--- config.mk ---
export PLATFORM = sky130hd
export DESIGN_NAME = sps_top
export DESIGN_NICKNAME = d
export VERILOG_FILES = /design/src/sps_pkg.sv /design/src/sps_top.sv /design/src/sps_pin_mux.sv
export SDC_FILE = /design/constraint.sdc
export NUM_CORES = 1
export LEC_CHECK = 0
export BUFFER_PORTS_ARGS = -buffer_cell sky130_fd_sc_hd__buf_2
export CORE_MARGIN = 10
export CORE_UTILIZATION = 45
export DETAILED_ROUTE_END_ITERATION = 6
export PLACE_DENSITY = 0.77
export RECOVER_POWER = 25
export SYNTH_ARGS = -nofsm -noshare
export SYNTH_HDL_FRONTEND = slang
export SYNTH_HIERARCHICAL = 1
export SYNTH_SLANG_ARGS = --single-unit
--- constraint.sdc ---
create_clock -name ref_clk -period 6.26 [get_ports ref_clk]
set_clock_uncertainty 0.2 [all_clocks]
set_input_delay 0.939 -clock ref_clk [delete_from_list [all_inputs] [get_ports ref_clk]]
set_output_delay 0.939 -clock ref_clk [all_outputs]
set_load 0.005 [all_outputs]
--- src/sps_pkg.sv ---
// What this block does
// [RULE_01] Pin A selector bits 7:4, reset 0x5
// [RULE_02] Codes 0,1,2 route signal/lock loss
// [RULE_03] Code 3: reference divider halved
// [RULE_04] Code 4: feedback divider halved
// [RULE_05] Code 8: VCO calibration active
// [RULE_06] Code 10: interrupt indication from flags
// [RULE_07] Code 11: post divider halved
// [RULE_08] Code 13 memory busy, 14 auto switch
// [RULE_09] Pin A polarity bit 3, reset 1
// [RULE_10] Test configuration overrides pin A selection
// [RULE_11] Pin B selector bits 7:4, reset 0x2
// [RULE_12] Pin B polarity bit 3, reset 1
// [RULE_13] Test configuration overrides pin B selection
// [RULE_14] Bits 2:0 reserved, read zero
// [RULE_15] Detector bypass never alters loss indications
// [RULE_16] Reserved codes drive inactive level
// [RULE_17] Selection combinational from register fields
//
// Purpose: constants and types for the status pin source select block
// Assumes: one clock, AXI4-Lite register access
// Notes:   offsets are word indices; byte address is four times index
`default_nettype none
package sps_pkg;
  localparam logic [7:0] IDX_PIN_A   = 8'h1b;
  localparam logic [7:0] IDX_PIN_B   = 8'h1c;
  localparam logic [7:0] IDX_IRQ_ST  = 8'h40;
  localparam logic [7:0] IDX_IRQ_MSK = 8'h41;
  localparam int SEL_MSB = 7;
  localparam int SEL_LSB = 4;
  localparam int POL_BIT = 3;
  localparam logic [3:0] PIN_A_SEL_RST = 4'h5;
  localparam logic [3:0] PIN_B_SEL_RST = 4'h2;
  localparam logic       POL_RST       = 1'b1;
  localparam logic [3:0] C_PRI_LOS  = 4'h0;
  localparam logic [3:0] C_SEC_LOS  = 4'h1;
  localparam logic [3:0] C_LOCK     = 4'h2;
  localparam logic [3:0] C_RDIV     = 4'h3;
  localparam logic [3:0] C_NDIV     = 4'h4;
  localparam logic [3:0] C_CAL      = 4'h8;
  localparam logic [3:0] C_INTERRUPT_INDICATION     = 4'ha;
  localparam logic [3:0] C_MDIV     = 4'hb;
  localparam logic [3:0] C_NVM      = 4'hd;
  localparam logic [3:0] C_SWITCH   = 4'he;
  localparam int NUM_EVT = 3;
  localparam logic [1:0] RESP_OKAY   = 2'b00;
  localparam logic [1:0] RESP_SLVERR = 2'b10;

  typedef struct packed {
    logic pri_los;
    logic sec_los;
    logic lock_loss;
    logic rdiv_out;
    logic ndiv_out;
    logic cal_active;
    logic interrupt_indication;
    logic mdiv_out;
    logic nvm_active;
    logic auto_switch;
  } sps_ind_t;

  typedef struct packed {
    logic [3:0] sel;
    logic       pol;
  } sps_pin_cfg_t;

  typedef struct packed {
    logic enable;
    logic level;
  } sps_test_t;
endpackage : sps_pkg
`default_nettype wire

--- src/sps_top.sv ---
// Purpose: status pin source select registers and pin drivers
// Assumes: AXI4-Lite slave, all indicators synchronous to ref_clk
// Notes:   one write and one read answered at a time
//
// Local design decision: the AXI4-Lite register port.
`default_nettype none
module sps_top (
  input  wire logic              ref_clk,
  input  wire logic              sys_rst,
  input  wire logic [9:0]        s_axi_awaddr,
  input  wire logic              s_axi_awvalid,
  output var  logic              s_axi_awready,
  input  wire logic [31:0]       s_axi_wdata,
  input  wire logic [3:0]        s_axi_wstrb,
  input  wire logic              s_axi_wvalid,
  output var  logic              s_axi_wready,
  output var  logic [1:0]        s_axi_bresp,
  output var  logic              s_axi_bvalid,
  input  wire logic              s_axi_bready,
  input  wire logic [9:0]        s_axi_araddr,
  input  wire logic              s_axi_arvalid,
  output var  logic              s_axi_arready,
  output var  logic [31:0]       s_axi_rdata,
  output var  logic [1:0]        s_axi_rresp,
  output var  logic              s_axi_rvalid,
  input  wire logic              s_axi_rready,
  input  wire sps_pkg::sps_ind_t ind,
  input  wire logic              signal_detector_bypass,
  input  wire sps_pkg::sps_test_t test_a,
  input  wire sps_pkg::sps_test_t test_b,
  output var  logic              status_pin_a,
  output var  logic              status_pin_b,
  output var  logic              irq
);
  import sps_pkg::*;

  typedef enum logic [2:0] {
    W_IDLE = 3'b001,
    W_RESP = 3'b010,
    W_HOLD = 3'b100
  } sps_wst_t;

  sps_wst_t              wst_ff;
  logic                  aw_got_ff;
  logic                  w_got_ff;
  logic [7:0]            waddr_ff;
  logic [31:0]           wdata_ff;
  logic                  wstrb0_ff;
  logic [1:0]            bresp_ff;
  logic                  rvalid_ff;
  logic [31:0]           rdata_ff;
  logic [1:0]            rresp_ff;
  sps_pin_cfg_t          cfg_a_ff;
  sps_pin_cfg_t          cfg_b_ff;
  logic [NUM_EVT-1:0]    irq_st_ff;
  logic [NUM_EVT-1:0]    irq_msk_ff;
  logic [NUM_EVT-1:0]    evt_prev_ff;
  logic [NUM_EVT-1:0]    evt_now;
  logic [NUM_EVT-1:0]    evt_rise;
  logic [NUM_EVT-1:0]    st_clr;
  logic                  wr_fire;
  logic                  addr_ok_w;
  logic [7:0]            ridx;
  logic [31:0]           nxt_rdata;
  logic                  nxt_rok;
  sps_ind_t              ind_eff;

  // Write channel: address and data taken in either order
  assign s_axi_awready = (wst_ff == W_IDLE) && !aw_got_ff;
  assign s_axi_wready  = (wst_ff == W_IDLE) && !w_got_ff;
  assign wr_fire   = (wst_ff == W_HOLD);
  assign addr_ok_w = (waddr_ff == IDX_PIN_A) || (waddr_ff == IDX_PIN_B) ||
                     (waddr_ff == IDX_IRQ_ST) || (waddr_ff == IDX_IRQ_MSK);

  always_ff @(posedge ref_clk or posedge sys_rst) begin
    if (sys_rst) begin
      wst_ff    <= W_IDLE;
      aw_got_ff <= 1'b0;
      w_got_ff  <= 1'b0;
      waddr_ff  <= 8'h00;
      wdata_ff  <= 32'h0000_0000;
      wstrb0_ff <= 1'b0;
      bresp_ff  <= RESP_OKAY;
    end else begin
      unique case (wst_ff)
        W_IDLE: begin
          if (s_axi_awvalid && s_axi_awready) begin
            aw_got_ff <= 1'b1;
            waddr_ff  <= s_axi_awaddr[9:2];
          end
          if (s_axi_wvalid && s_axi_wready) begin
            w_got_ff  <= 1'b1;
            wdata_ff  <= s_axi_wdata;
            wstrb0_ff <= s_axi_wstrb[0];
          end
          if ((aw_got_ff || (s_axi_awvalid && s_axi_awready)) &&
              (w_got_ff || (s_axi_wvalid && s_axi_wready))) begin
            wst_ff <= W_HOLD;
          end
        end
        W_HOLD: begin
          bresp_ff <= addr_ok_w ? RESP_OKAY : RESP_SLVERR;
          wst_ff   <= W_RESP;
        end
        W_RESP: begin
          if (s_axi_bready) begin
            wst_ff    <= W_IDLE;
            aw_got_ff <= 1'b0;
            w_got_ff  <= 1'b0;
          end
        end
        default: wst_ff <= W_IDLE;
      endcase
    end
  end

  assign s_axi_bvalid = (wst_ff == W_RESP);
  assign s_axi_bresp  = bresp_ff;

  // Configuration registers; only byte lane 0 holds data
  always_ff @(posedge ref_clk or posedge sys_rst) begin
    if (sys_rst) begin
      cfg_a_ff <= '{sel: PIN_A_SEL_RST, pol: POL_RST}; // RULE_01 RULE_09
      cfg_b_ff <= '{sel: PIN_B_SEL_RST, pol: POL_RST}; // RULE_11 RULE_12
    end else if (wr_fire && wstrb0_ff) begin
      if (waddr_ff == IDX_PIN_A) begin
        cfg_a_ff.sel <= wdata_ff[SEL_MSB:SEL_LSB]; // RULE_01
        cfg_a_ff.pol <= wdata_ff[POL_BIT];         // RULE_09
      end
      if (waddr_ff == IDX_PIN_B) begin
        cfg_b_ff.sel <= wdata_ff[SEL_MSB:SEL_LSB]; // RULE_11
        cfg_b_ff.pol <= wdata_ff[POL_BIT];         // RULE_12
      end
    end
  end

  // Events: loss of each reference and lock loss, on rising edge.
  // Detector bypass is deliberately not used here or in the pins.
  assign evt_now  = {ind.lock_loss, ind.sec_los, ind.pri_los}; // RULE_15
  assign evt_rise = evt_now & ~evt_prev_ff;
  assign st_clr   = (wr_fire && wstrb0_ff && waddr_ff == IDX_IRQ_ST) ?
                    wdata_ff[NUM_EVT-1:0] : '0;

  always_ff @(posedge ref_clk or posedge sys_rst) begin
    if (sys_rst) begin
      evt_prev_ff <= '0;
      irq_st_ff   <= '0;
      irq_msk_ff  <= '0;
    end else begin
      evt_prev_ff <= evt_now;
      // Set wins over a clear in the same cycle
      irq_st_ff   <= (irq_st_ff & ~st_clr) | evt_rise;
      if (wr_fire && wstrb0_ff && waddr_ff == IDX_IRQ_MSK) begin
        irq_msk_ff <= wdata_ff[NUM_EVT-1:0];
      end
    end
  end

  assign irq = |(irq_st_ff & irq_msk_ff);

  // Read channel
  assign s_axi_arready = !rvalid_ff;
  assign ridx = s_axi_araddr[9:2];

  always_comb begin
    nxt_rdata = 32'h0000_0000;
    nxt_rok   = 1'b1;
    unique case (ridx)
      IDX_PIN_A:   nxt_rdata[7:0] = {cfg_a_ff, 3'b000}; // RULE_14
      IDX_PIN_B:   nxt_rdata[7:0] = {cfg_b_ff, 3'b000}; // RULE_14
      IDX_IRQ_ST:  nxt_rdata[NUM_EVT-1:0] = irq_st_ff;
      IDX_IRQ_MSK: nxt_rdata[NUM_EVT-1:0] = irq_msk_ff;
      default:     nxt_rok = 1'b0;
    endcase
  end

  always_ff @(posedge ref_clk or posedge sys_rst) begin
    if (sys_rst) begin
      rvalid_ff <= 1'b0;
      rdata_ff  <= 32'h0000_0000;
      rresp_ff  <= RESP_OKAY;
    end else if (s_axi_arvalid && s_axi_arready) begin
      rvalid_ff <= 1'b1;
      rdata_ff  <= nxt_rdata;
      rresp_ff  <= nxt_rok ? RESP_OKAY : RESP_SLVERR;
    end else if (rvalid_ff && s_axi_rready) begin
      rvalid_ff <= 1'b0;
    end
  end

  assign s_axi_rvalid = rvalid_ff;
  assign s_axi_rdata  = rdata_ff;
  assign s_axi_rresp  = rresp_ff;

  // Interrupt summary on the pins follows the block's own flags
  always_comb begin
    ind_eff      = ind;
    ind_eff.interrupt_indication = ind.interrupt_indication | irq; // RULE_06
  end

  sps_pin_mux u_pin_a (
    .ref_clk (ref_clk),
    .sys_rst (sys_rst),
    .cfg     (cfg_a_ff),
    .ind     (ind_eff),
    .test    (test_a),
    .pin     (status_pin_a)
  );

  sps_pin_mux u_pin_b (
    .ref_clk (ref_clk),
    .sys_rst (sys_rst),
    .cfg     (cfg_b_ff),
    .ind     (ind_eff),
    .test    (test_b),
    .pin     (status_pin_b)
  );
endmodule : sps_top
`default_nettype wire

--- src/sps_pin_mux.sv ---
// Purpose: one status pin: source select, polarity, test override
// Assumes: indicators synchronous to ref_clk
// Notes:   output registered so the pin is glitch free
`default_nettype none
module sps_pin_mux (
  input  wire logic                  ref_clk,
  input  wire logic                  sys_rst,
  input  wire sps_pkg::sps_pin_cfg_t cfg,
  input  wire sps_pkg::sps_ind_t     ind,
  input  wire sps_pkg::sps_test_t    test,
  output var  logic                  pin
);
  import sps_pkg::*;

  logic raw;
  logic nxt_pin;
  logic pin_ff;

  always_comb begin
    unique case (cfg.sel)
      C_PRI_LOS: raw = ind.pri_los;     // RULE_02
      C_SEC_LOS: raw = ind.sec_los;     // RULE_02
      C_LOCK:    raw = ind.lock_loss;   // RULE_02
      C_RDIV:    raw = ind.rdiv_out;    // RULE_03
      C_NDIV:    raw = ind.ndiv_out;    // RULE_04
      C_CAL:     raw = ind.cal_active;  // RULE_05
      C_INTERRUPT_INDICATION:    raw = ind.interrupt_indication;        // RULE_06
      C_MDIV:    raw = ind.mdiv_out;    // RULE_07
      C_NVM:     raw = ind.nvm_active;  // RULE_08
      C_SWITCH:  raw = ind.auto_switch; // RULE_08
      default:   raw = 1'b0;            // RULE_16
    endcase
  end

  // Active low inverts, so reserved codes still sit inactive
  always_comb begin
    nxt_pin = cfg.pol ? raw : ~raw;     // RULE_09 RULE_12 RULE_17
    if (test.enable) begin
      nxt_pin = test.level;             // RULE_10 RULE_13
    end
  end

  always_ff @(posedge ref_clk or posedge sys_rst) begin
    if (sys_rst) begin
      pin_ff <= 1'b0;
    end else begin
      pin_ff <= nxt_pin;
    end
  end

  assign pin = pin_ff;
endmodule : sps_pin_mux
`default_nettype wire

==> run summary, run 1 <==
Total GRT Usage - 12.2%
Die Width - 98.2 microns
Status - complete, but fails checks
Area grow syn2layout - 13.1%
Clk sinks - 54
Worst Hold Slack - 0.218 ns
Most frequent cells in the layout - 53 x buf_2, 48 x dfrtp_1, 26 x conb_1
Worst skew pair latency - 0.30 ns
Failing checks - capacitance limit, slew limit
Average routed wire per standard cell - 15.0 microns
Worst Path Required - 5.12 ns
First-pass GRT wire length - 10100 microns
Cells after Synth - 247
Post-synthesis register bit count - 54
Filler cells - 542
Worst slew pin tran - 1.90 ns
Dpl hpwl - 4700 microns
Global route total overflow - 0
Post-synth EDFFs - 0
Clock transition at the registers of the reported paths - 0.09 ns
Setup violators final - 0
Crit-path cells - or3b_2, nor2_1, buf_2
Crit share post-route - 45.4%
PwrDens - 284 nW/um^2
Largest net degree at the start of global routing - 53
Setup CP Type - reg -> out
Min-Delay Path Class - reg -> reg
Register Area - 1360 sq um
Bufs and invs on worst path - 1
DRT iter0 DRCs - 103
Layout Utilization - 52.6%
CTS resizes - 0
Vias in the first global route - 2171
Remaining DRCs - 0
Ports - 122
Vias - 1980
Final Hold Violating Endpoints - 0
DRT Pass-1 Iters - 4
Post-synthesis average cell area - 11.1 sq um
Drt total wl - 5850 microns
Row count - 28
Synthesis Warnings - 6
Fmax - 0.352 GHz
CP Data Arrival Time - 1.70 ns
Post-synthesis async set-or-reset flop share - 100%
Routability cong. - 0.867
Commonest non-fill, non-tap cell in the layout - buf_2
Initial core utilization - 46.5%
Vias per std cell - 5.09
Crit-path slowest cell - dfstp_1
Num CTS Buffers - 5
Peak supply drop - 0.000211 V
Port Buf Inserts - 63
Core area - 5920 sq um
MaxCap Viol Count - 1
CTS root buf - clkbuf_8
Final TNS setup - 0 ns
Layout cell share with drive strength beyond 1 - 32.2%
CTS tree - built
CP max stage delay - 0.60 ns
Number of diodes - 0
Net count, final - 391
CP startpoint kind - register
Worst slew margin - -27.0%
Worst-path fanout max - 5
Deepest clock path buffer count - 2
Leakage - 0.00146 uW
Sequential area share after synthesis - 49.3%
Max Slew Vio Count - 53
Crit-path leading delay family - simple AND/OR/NAND/NOR gates
Period minus WS final - 2.84 ns
H-tree depth - 2
Crit end category - output pin
Setup Fix Bufs, Post-CTS - 0
Die area - 9650 sq um
Post-synth top flop - dfrtp_1
Netlist cell types - 37
Die H - 98.2 microns
Initial antenna violation count - 0
Synth Cell Area - 2750 sq um
CTS Hold Buffers Added - 0
Post-DRT Antenna Nets - 0
Area of the multi-input gates - 1240 sq um
Unrepaired setup endpoints after global routing - false
-- cell usage after synthesis (3+ instances only) --
library cell | number | area share (%)
dfrtp_1 | 48 | 44
buf_4 | 26 | 7.1
mux2_2 | 25 | 10
nand2_1 | 19 | 2.6
o21ai_0 | 16 | 2.9
nand3b_1 | 12 | 3.3
inv_1 | 10 | 1.4
nor2_1 | 10 | 1.4
nor3b_1 | 8 | 2.2
a21oi_1 | 6 | 1.1
dfstp_2 | 6 | 5.7
a221o_1 | 5 | 1.8
and2_1 | 5 | 1.1
mux2_4 | 5 | 2.7
mux2i_1 | 5 | 1.8
nand3_1 | 4 | 0.73
or4_1 | 4 | 1.1
nor2b_1 | 3 | 0.68
or3_1 | 3 | 0.68
-- worst register-to-register path, cell delays in order, from the launching register on --
cell	delay (ns)
dfrtp_1	0.41
a22oi_1	0.19
nand2_1	0.12
or2_2	0.31
mux2i_1	0.20
o21ai_0	0.13
or4_1	0.43
nand3_1	0.11
-- cell type report --
cell class	instances	share of cell area, %
sequential	54	43.6
timing repair buffer	63	9.72
inverter	10	1.21
clock inverter	1	0.241
clock buffer	7	2.45
multi-input combinational	179	39.7
tap	75	3.01
-- stage by stage --
stage | setup slack, ns | power, uW | cell area (sq um) | cells
2_1_floorplan | 3.87 | 648 | 2850 | 272
3_3_place_gp | 3.71 | 698 | 3040 | 381
3_5_place_dp | 3.68 | 712 | 3040 | 381
4_1_cts | 3.44 | 898 | 3130 | 389
5_1_grt | 3.25 | 949 | 3110 | 389
6_report | 3.42 | 885 | 3110 | 389
-- power by group --
| group | total, uW | switching (uW) | internal, uW | leakage (uW) |
|---|---|---|---|---|
| clock network | 186 | 107 | 79.4 | 0.0000385 |
| logic | 205 | 94.1 | 111 | 0.000765 |
| registers | 494 | 62.5 | 431 | 0.000658 |
-- cell families after synthesis --
family                 after synthesis  share of synthesized area (%)
muxes                               37                           16.4
DFF                                 54                           49.3
other                                1                          0.136
and+or+nand+nor                     80                           16.6
AOI/OAI and AO/OA                   36                           8.36
buffers and inverters               39                           9.13
-- per-layer routing --
| metal | wire (microns) | track usage [%] |
|---|---|---|
| met1 | 2470 | 13.9 |
| met2 | 2640 | 20.0 |
| met3 | 703 | 5.64 |
| met4 | 43 | 3.53 |
| met5 | 0 | 0 |
-- sequential cells by signal, summed over array words and instances (netlist names) --
| register | flops |
|---|---|
| s_axi_bresp | 1 |
| s_axi_rvalid | 1 |
| aw_got_ff | 1 |
| u_pin_a/pin | 1 |
| cfg_b_ff | 5 |
| s_axi_rresp | 1 |
| w_got_ff | 1 |
| wdata_ff | 8 |
| wstrb0_ff | 1 |
| waddr_ff | 8 |
| cfg_a_ff | 5 |
| irq_st_ff | 3 |
| s_axi_rdata | 8 |
| u_pin_b/pin | 1 |
| wst_ff | 3 |
| evt_prev_ff | 3 |
| irq_msk_ff | 3 |
-- worst paths after layout --
path                                           from  cells past startpoint                         end  slack [ns]
hold reg to reg            evt_prev_ff[0]$_DFF_PP0_                      1      irq_st_ff[0]$_DFF_PP0_        0.22
max in group asynchronous                   sys_rst                      2  s_axi_rdata[7]$_DFFE_PP0P_        3.70
min in group asynchronous                   sys_rst                      2       u_pin_b/pin$_DFF_PP0_        0.27
hold / removal             evt_prev_ff[0]$_DFF_PP0_                      1      irq_st_ff[0]$_DFF_PP0_        0.22
setup reg to reg             irq_st_ff[2]$_DFF_PP0_                      7       u_pin_b/pin$_DFF_PP0_        4.08
setup / recovery              wst_ff[0]$_DFFE_PP1P_                      3               s_axi_awready        3.42
No activity file was read; power rests on OpenSTA's default activity.
==> run 2, diff against run 1 <==
Settings changed: ABC_AREA from default to 1, PLACE_DENSITY 0.77 to 0.75.
Clock period 6.26 ns to 2.8 ns, I/O delays scaled along.
==> run summary, run 2 <==
Unrepaired setup endpoints after global routing - false (unchanged)
DRT Pass-1 Iters - 4 (unchanged)
DRT iter0 DRCs - 88 (was 103)
Die area - 10500 sq um (was 9650 sq um)
Core area - 6720 sq um (was 5920 sq um)
Combinational power share - 30.4% (was 23.2%)
Clk pwr share - 25.9% (was 21.0%)
Final worst slack - 0.881 ns (was 3.42 ns)
CP startpoint kind - register (unchanged)
Pint - 1580 uW (was 622 uW)
Area of the multi-input gates - 1350 sq um (was 1240 sq um)
Clock transition at the registers of the reported paths - 0.10 ns (was 0.09 ns)
Vias per std cell - 4.69 (was 5.09)
Drt total wl - 6790 microns (was 5850 microns)
Worst slew pin tran - 0.831 ns (was 1.90 ns)
Post-DRT Antenna Nets - 0 (unchanged)
Post-Synth Adder-Cell Area - 0% (unchanged)
CP Data Arrival Time - 1.30 ns (was 1.70 ns)
Most frequent cells in the layout - 148 x nand2_1, 58 x buf_2, 49 x inv_1 (was 53 x buf_2, 48 x dfrtp_1, 26 x conb_1)
Simple-gate share of the synthesized area - 34.4% (was 16.6%)
Reg power frac - 43.7% (was 55.8%)
Ports - 122 (unchanged)
Vias - 2614 (was 1980)
Dpl hpwl - 5590 microns (was 4700 microns)
Initial antenna violation count - 0 (unchanged)
CTS Hold Buffers Added - 1 (was 0)
Worst-path fanout max - 8 (was 5)
MaxCap Viol Count - 0 (was 1)
Largest area contributor in the netlist - dfrtp_1 (unchanged)
Clk sinks - 54 (unchanged)
Post-synthesis async set-or-reset flop share - 100% (unchanged)
Cells after Synth - 407 (was 247)
CTS root buf - clkbuf_8 (unchanged)
Worst slew margin - 44.6% (was -27.0%)
First-pass GRT wire length - 11600 microns (was 10100 microns)
Register Area - 1360 sq um (unchanged)
Remaining DRCs - 0 (unchanged)
Xor/xnor cell area share of the yosys netlist - 0% (unchanged)
Fmax - 0.521 GHz
Worst Hold Slack - 0.0802 ns (was 0.218 ns)
Total GRT Usage - 13.3% (was 12.2%)
Synth Cell Area - 3070 sq um (was 2750 sq um)
Post-synthesis average cell area - 7.53 sq um (was 11.1 sq um)
H-tree depth - 2 (unchanged)
Global route total overflow - 0 (unchanged)
Leakage - 0.00195 uW (was 0.00146 uW)
Period minus WS final - 1.92 ns
CTS resizes - 0 (unchanged)
Pre-CTS setup slack - 1.02 ns (was 3.68 ns)
Area grow syn2layout - 14.0% (was 13.1%)
PwrDens - 693 nW/um^2 (was 284 nW/um^2)
Commonest non-fill, non-tap cell in the layout - nand2_1 (was buf_2)
Synth top area share - 39.2% (was 43.6%)
Number of diodes - 0 (unchanged)
Worst skew pair latency - 0.31 ns (was 0.30 ns)
Post-synth top flop - dfrtp_1 (unchanged)
Net Sw Power - 840 uW (was 263 uW)
Filler cells - 669 (was 542)
Crit end category - output pin (unchanged)
Crit share post-route - 68.5%
Die H - 103 microns (was 98.2 microns)
Max Slew Vio Count - 0 (was 53)
Sw frac - 34.7% (was 29.7%)
Num CTS Buffers - 5 (unchanged)
Row count - 30 (was 28)
Synth area leaders - dfrtp_1 39%, nand2_1 18%, nand3_1 7.7%, buf_4 6.4%, inv_1 6.0% (was dfrtp_1 44%, mux2_2 10%, buf_4 7.1%, dfstp_2 5.7%, nand3b_1 3.3%)
Min-Delay Path Class - in -> reg (was reg -> reg)
Setup Fix Bufs, Post-CTS - 0 (unchanged)
Layout cell share with drive strength beyond 1 - 21.4% (was 32.2%)
Most frequent cell after synthesis - nand2_1 (was dfrtp_1)
Deepest clock path buffer count - 2 (unchanged)
Largest family of logic cells by synthesized area - simple AND/OR/NAND/NOR gates (unchanged)
Layout Utilization - 52.0% (was 52.6%)
Netlist cell types - 29 (was 37)
Commonest cells post-synth - 147 x nand2_1, 49 x inv_1, 48 x dfrtp_1 (was 48 x dfrtp_1, 26 x buf_4, 25 x mux2_2)
Sequential area share after synthesis - 44.3% (was 49.3%)
Status - finished clean (was complete, but fails checks)
Post-synth EDFFs - 0 (unchanged)
Final Hold Violating Endpoints - 0 (unchanged)
Largest net degree at the start of global routing - 24 (was 53)
CTS tree - built (unchanged)
Setup violators final - 0 (unchanged)
Routability cong. - 0.798 (was 0.867)
Average routed wire per standard cell - 12.2 microns (was 15.0 microns)
Initial core utilization - 45.6% (was 46.5%)
Final TNS setup - 0 ns (unchanged)
Die Width - 103 microns (was 98.2 microns)
Post-synthesis mux area share - 0% (was 16.4%)
Synth Area in Compound Gates - 6.41% (was 8.36%)
Peak supply drop - 0.000272 V (was 0.000211 V)
Post-synthesis register bit count - 54 (unchanged)
Port Buf Inserts - 63 (unchanged)
Net count, final - 554 (was 391)
Setup CP Type - reg -> out (unchanged)
Synthesis Warnings - 6 (unchanged)
Worst Path Required - 2.18 ns (was 5.12 ns)
Vias in the first global route - 2626 (was 2171)
## run 2: metal layers
metal  global-route usage (%)  wire [microns]
met5                        0               0
met4                     4.01              82
met3                     3.15             546
met2                     23.0            3290
met1                     16.0            2870
## run 2: critical path, stage by stage, from the launching register on
cell and delay [ns]:
dfstp_1 0.58, nand3_4 0.15, nor2_4 0.14, buf_2 0.13
## run 2: per-stage QoR
step	power, uW	std cells	cell area (sq um)
finish	2420	557	3490
detailed placement	1820	548	3360
CTS	2450	557	3500
global route	2610	557	3490
floorplan	1680	432	3160
global placement	1790	548	3360
## run 2: final cells by class
type	count	share of cell area, %
clock buffers	5	1.97
clock inverters	3	1.97
inverters	56	6.23
multi-input cells	293	38.5
flip-flops and latches	54	38.9
well taps	80	2.86
repair buffers	66	9.56
## run 2: path summary, 6_finish.rpt
check	cells past startpoint	end	slack [ns]	from
max	3	s_axi_wready	0.88	wst_ff[0]$_DFFE_PP1P_
min	1	evt_prev_ff[0]$_DFF_PP0_	0.08	ind[9]
max reg2reg	11	u_pin_a/pin$_DFF_PP0_	1.03	irq_st_ff[1]$_DFF_PP0_
min reg2reg	2	s_axi_rdata[6]$_DFFE_PP0P_	0.28	s_axi_rdata[6]$_DFFE_PP0P_
max in group asynchronous	4	cfg_b_ff[2]$_DFFE_PP1P_	0.95	sys_rst
min in group asynchronous	3	u_pin_b/pin$_DFF_PP0_	0.30	sys_rst
## run 2: power groups by stage
stage | Combinational [uW] | Sequential (uW) | Clock [uW]
CTS | 751 | 1060 | 640
global route | 854 | 1080 | 674
global placement | 720 | 1070 | 0
finish | 736 | 1060 | 628
floorplan | 630 | 1050 | 0
detailed placement | 747 | 1080 | 0
## run 2: cell families after synthesis
group                  after synthesis
and+or+nand+nor                    236
buffers and inverters               85
DFF                                 54
other                                1
AOI/OAI and AO/OA                   31
==> run 3, diff against run 2 <==
Settings changed: CORE_UTILIZATION 45 to 44, PLACE_DENSITY 0.75 to 0.76.
Clock period 2.8 ns to 1.55 ns, I/O delays scaled along.
==> run summary, run 3 (same netlist as run 2, synthesis figures left out) <==
Crit-path cells - nand3_4, nor2_4, buf_2 (unchanged)
Die area - 10700 sq um (was 10500 sq um)
Die Width - 103 microns (about the same)
Max Slew Vio Count - 0 (unchanged)
Most frequent cells in the layout - 141 x nand2_1, 56 x buf_2, 48 x dfrtp_1 (was 148 x nand2_1, 58 x buf_2, 49 x inv_1)
Number of diodes - 0 (unchanged)
Total power - 4550 uW (was 2420 uW)
Final TNS setup - -0.559 ns (was 0 ns)
Num CTS Buffers - 5 (unchanged)
Die H - 103 microns (about the same)
DRT Pass-1 Iters - 5 (was 4)
Worst slew pin tran - 0.732 ns (was 0.831 ns)
Commonest non-fill, non-tap cell in the layout - nand2_1 (unchanged)
Final Hold Violating Endpoints - 0 (unchanged)
Filler cells - 615 (was 669)
Setup violators final - 9 (was 0)
Largest net degree at the start of global routing - 29 (was 24)
Register Area - 1360 sq um (unchanged)
Final worst slack - -0.130 ns (was 0.881 ns)
Worst skew pair latency - 0.31 ns (about the same)
H-tree depth - 2 (unchanged)
Status - complete, but fails checks (was finished clean)
Port Buf Inserts - 63 (unchanged)
Dpl cells - 573 (was 548)
First-pass GRT wire length - 12300 microns (was 11600 microns)
DRT iter0 DRCs - 133 (was 88)
Failing checks - setup timing
Crit-path slowest cell - dfstp_2 (was dfstp_1)
Drt total wl - 7520 microns (was 6790 microns)
Average routed wire per standard cell - 12.1 microns (was 12.2 microns)
Layout cell share with drive strength beyond 1 - 27.5% (was 21.4%)
Vias - 2789 (was 2614)
Net count, final - 600 (was 554)
CTS tree - built (unchanged)
Clk sinks - 54 (unchanged)
Routability cong. - 0.889 (was 0.798)
Unrepaired setup endpoints after global routing - true (was false)
Dpl hpwl - 5630 microns (was 5590 microns)
Setup CP Type - reg -> out (unchanged)
Period minus WS final - 1.68 ns
Vias in the first global route - 2736 (was 2626)
Peak supply drop - 0.000593 V (was 0.000272 V)
Core area - 6790 sq um (was 6720 sq um)
Worst-path fanout max - 3 (was 8)
Worst Hold Slack - 0.0308 ns (was 0.0802 ns)
Area of the multi-input gates - 1450 sq um (was 1350 sq um)
Leakage - 0.00215 uW (was 0.00195 uW)
Min-Delay Path Class - in -> reg (unchanged)
Layout Cells excl Fill - 619 (was 557)
CTS root buf - clkbuf_8 (unchanged)
Row count - 30 (unchanged)
MaxCap Viol Count - 0 (unchanged)
PwrDens - 1120 nW/um^2 (was 693 nW/um^2)
Crit end category - output pin (unchanged)
Fmax - 0.595 GHz
Worst Path Required - 1.12 ns (was 2.18 ns)
Initial core utilization - 45.1% (was 45.6%)
CP Data Arrival Time - 1.25 ns (was 1.30 ns)
Worst slew margin - 50.9% (was 44.6%)
CP max stage delay - 0.59 ns (was 0.58 ns)
Post-DRT Antenna Nets - 0 (unchanged)
CP startpoint kind - register (unchanged)
Area grow syn2layout - 31.9% (was 14.0%)
Total GRT Usage - 14.2% (was 13.3%)
Initial antenna violation count - 0 (unchanged)
Vias per std cell - 4.51 (was 4.69)
Global route total overflow - 0 (unchanged)
Ports - 122 (unchanged)
Crit share post-route - 108%
Remaining DRCs - 0 (unchanged)
Clock transition at the registers of the reported paths - 0.09 ns (was 0.10 ns)
Deepest clock path buffer count - 2 (unchanged)
==> run 3: critical path, delay by kind of cell, from the launching register on <==
family                 cells  cell delay (ns)
DFF                        1             0.59
buffers and inverters      1             0.12
and+or+nand+nor            2             0.24
==> run 3: worst paths after layout <==
path / from / to / slack [ns] / cells past startpoint
setup / recovery: wst_ff[0]$_DFFE_PP1P_ / s_axi_awready / -0.13 / 3
hold / removal: s_axi_bready / wst_ff[2]$_DFFE_PP0P_ / 0.03 / 3
setup reg to reg: irq_msk_ff[2]$_DFFE_PP0P_ / u_pin_b/pin$_DFF_PP0_ / -0.07 / 11
hold reg to reg: s_axi_rdata[7]$_DFFE_PP0P_ / s_axi_rdata[7]$_DFFE_PP0P_ / 0.28 / 2
max in group asynchronous: sys_rst / wst_ff[0]$_DFFE_PP1P_ / 0.08 / 4
min in group asynchronous: sys_rst / u_pin_a/pin$_DFF_PP0_ / 0.11 / 3
==> run 3: per-stage QoR <==
| step | cell area, sq um | setup WS [ns] | util, % |
|---|---|---|---|
| 2_1_floorplan | 3170 | -0.0122 | - |
| 3_5_place_dp | 3470 | -0.0868 | 51.0 |
| 4_1_cts | 3900 | -0.106 | 57.4 |
| 6_report | 4050 | -0.130 | 59.6 |
| 3_3_place_gp | 3470 | -0.0773 | 51.0 |
| 5_1_grt | 4050 | -0.206 | 59.6 |
==> run 3: what timing repair did <==
| action | in CTS | in global routing |
|---|---|---|
| pin swaps | 13 | 15 |
| resized for setup | 6 | 36 |
| endpoints found under the setup margin | 6 | 33 |
| setup buffers | 3 | 6 |
| hold buffers | 29 | 0 |
| gates cloned | 0 | 1 |
| hold endpoints to repair | 43 | 0 |
==> run 3: layer usage <==
| metal | track usage, % | vias to the layer above | routed length (microns) |
|---|---|---|---|
| met3 | 2.66 | 8 | 514 |
| li1 | - | 1446 | - |
| met1 | 17.4 | 1251 | 3190 |
| met2 | 24.2 | 84 | 3710 |
| met4 | 5.13 | 0 | 114 |
| met5 | 0 | - | 0 |
==> run 3: final cells by class <==
type / instances / share of cell area [%]
multi-input combinational: 293 / 35.8
sequential: 54 / 33.6
timing repair buffer: 111 / 19.4
inverter: 56 / 5.78
tap: 96 / 2.97
clock buffer: 5 / 1.70
clock inverter: 3 / 0.526
timing repair inverter: 1 / 0.216
==> run 3: power by group <==
group | internal [uW] | switching, uW
clock | 319 | 483
combinational | 756 | 1070
sequential | 1720 | 196
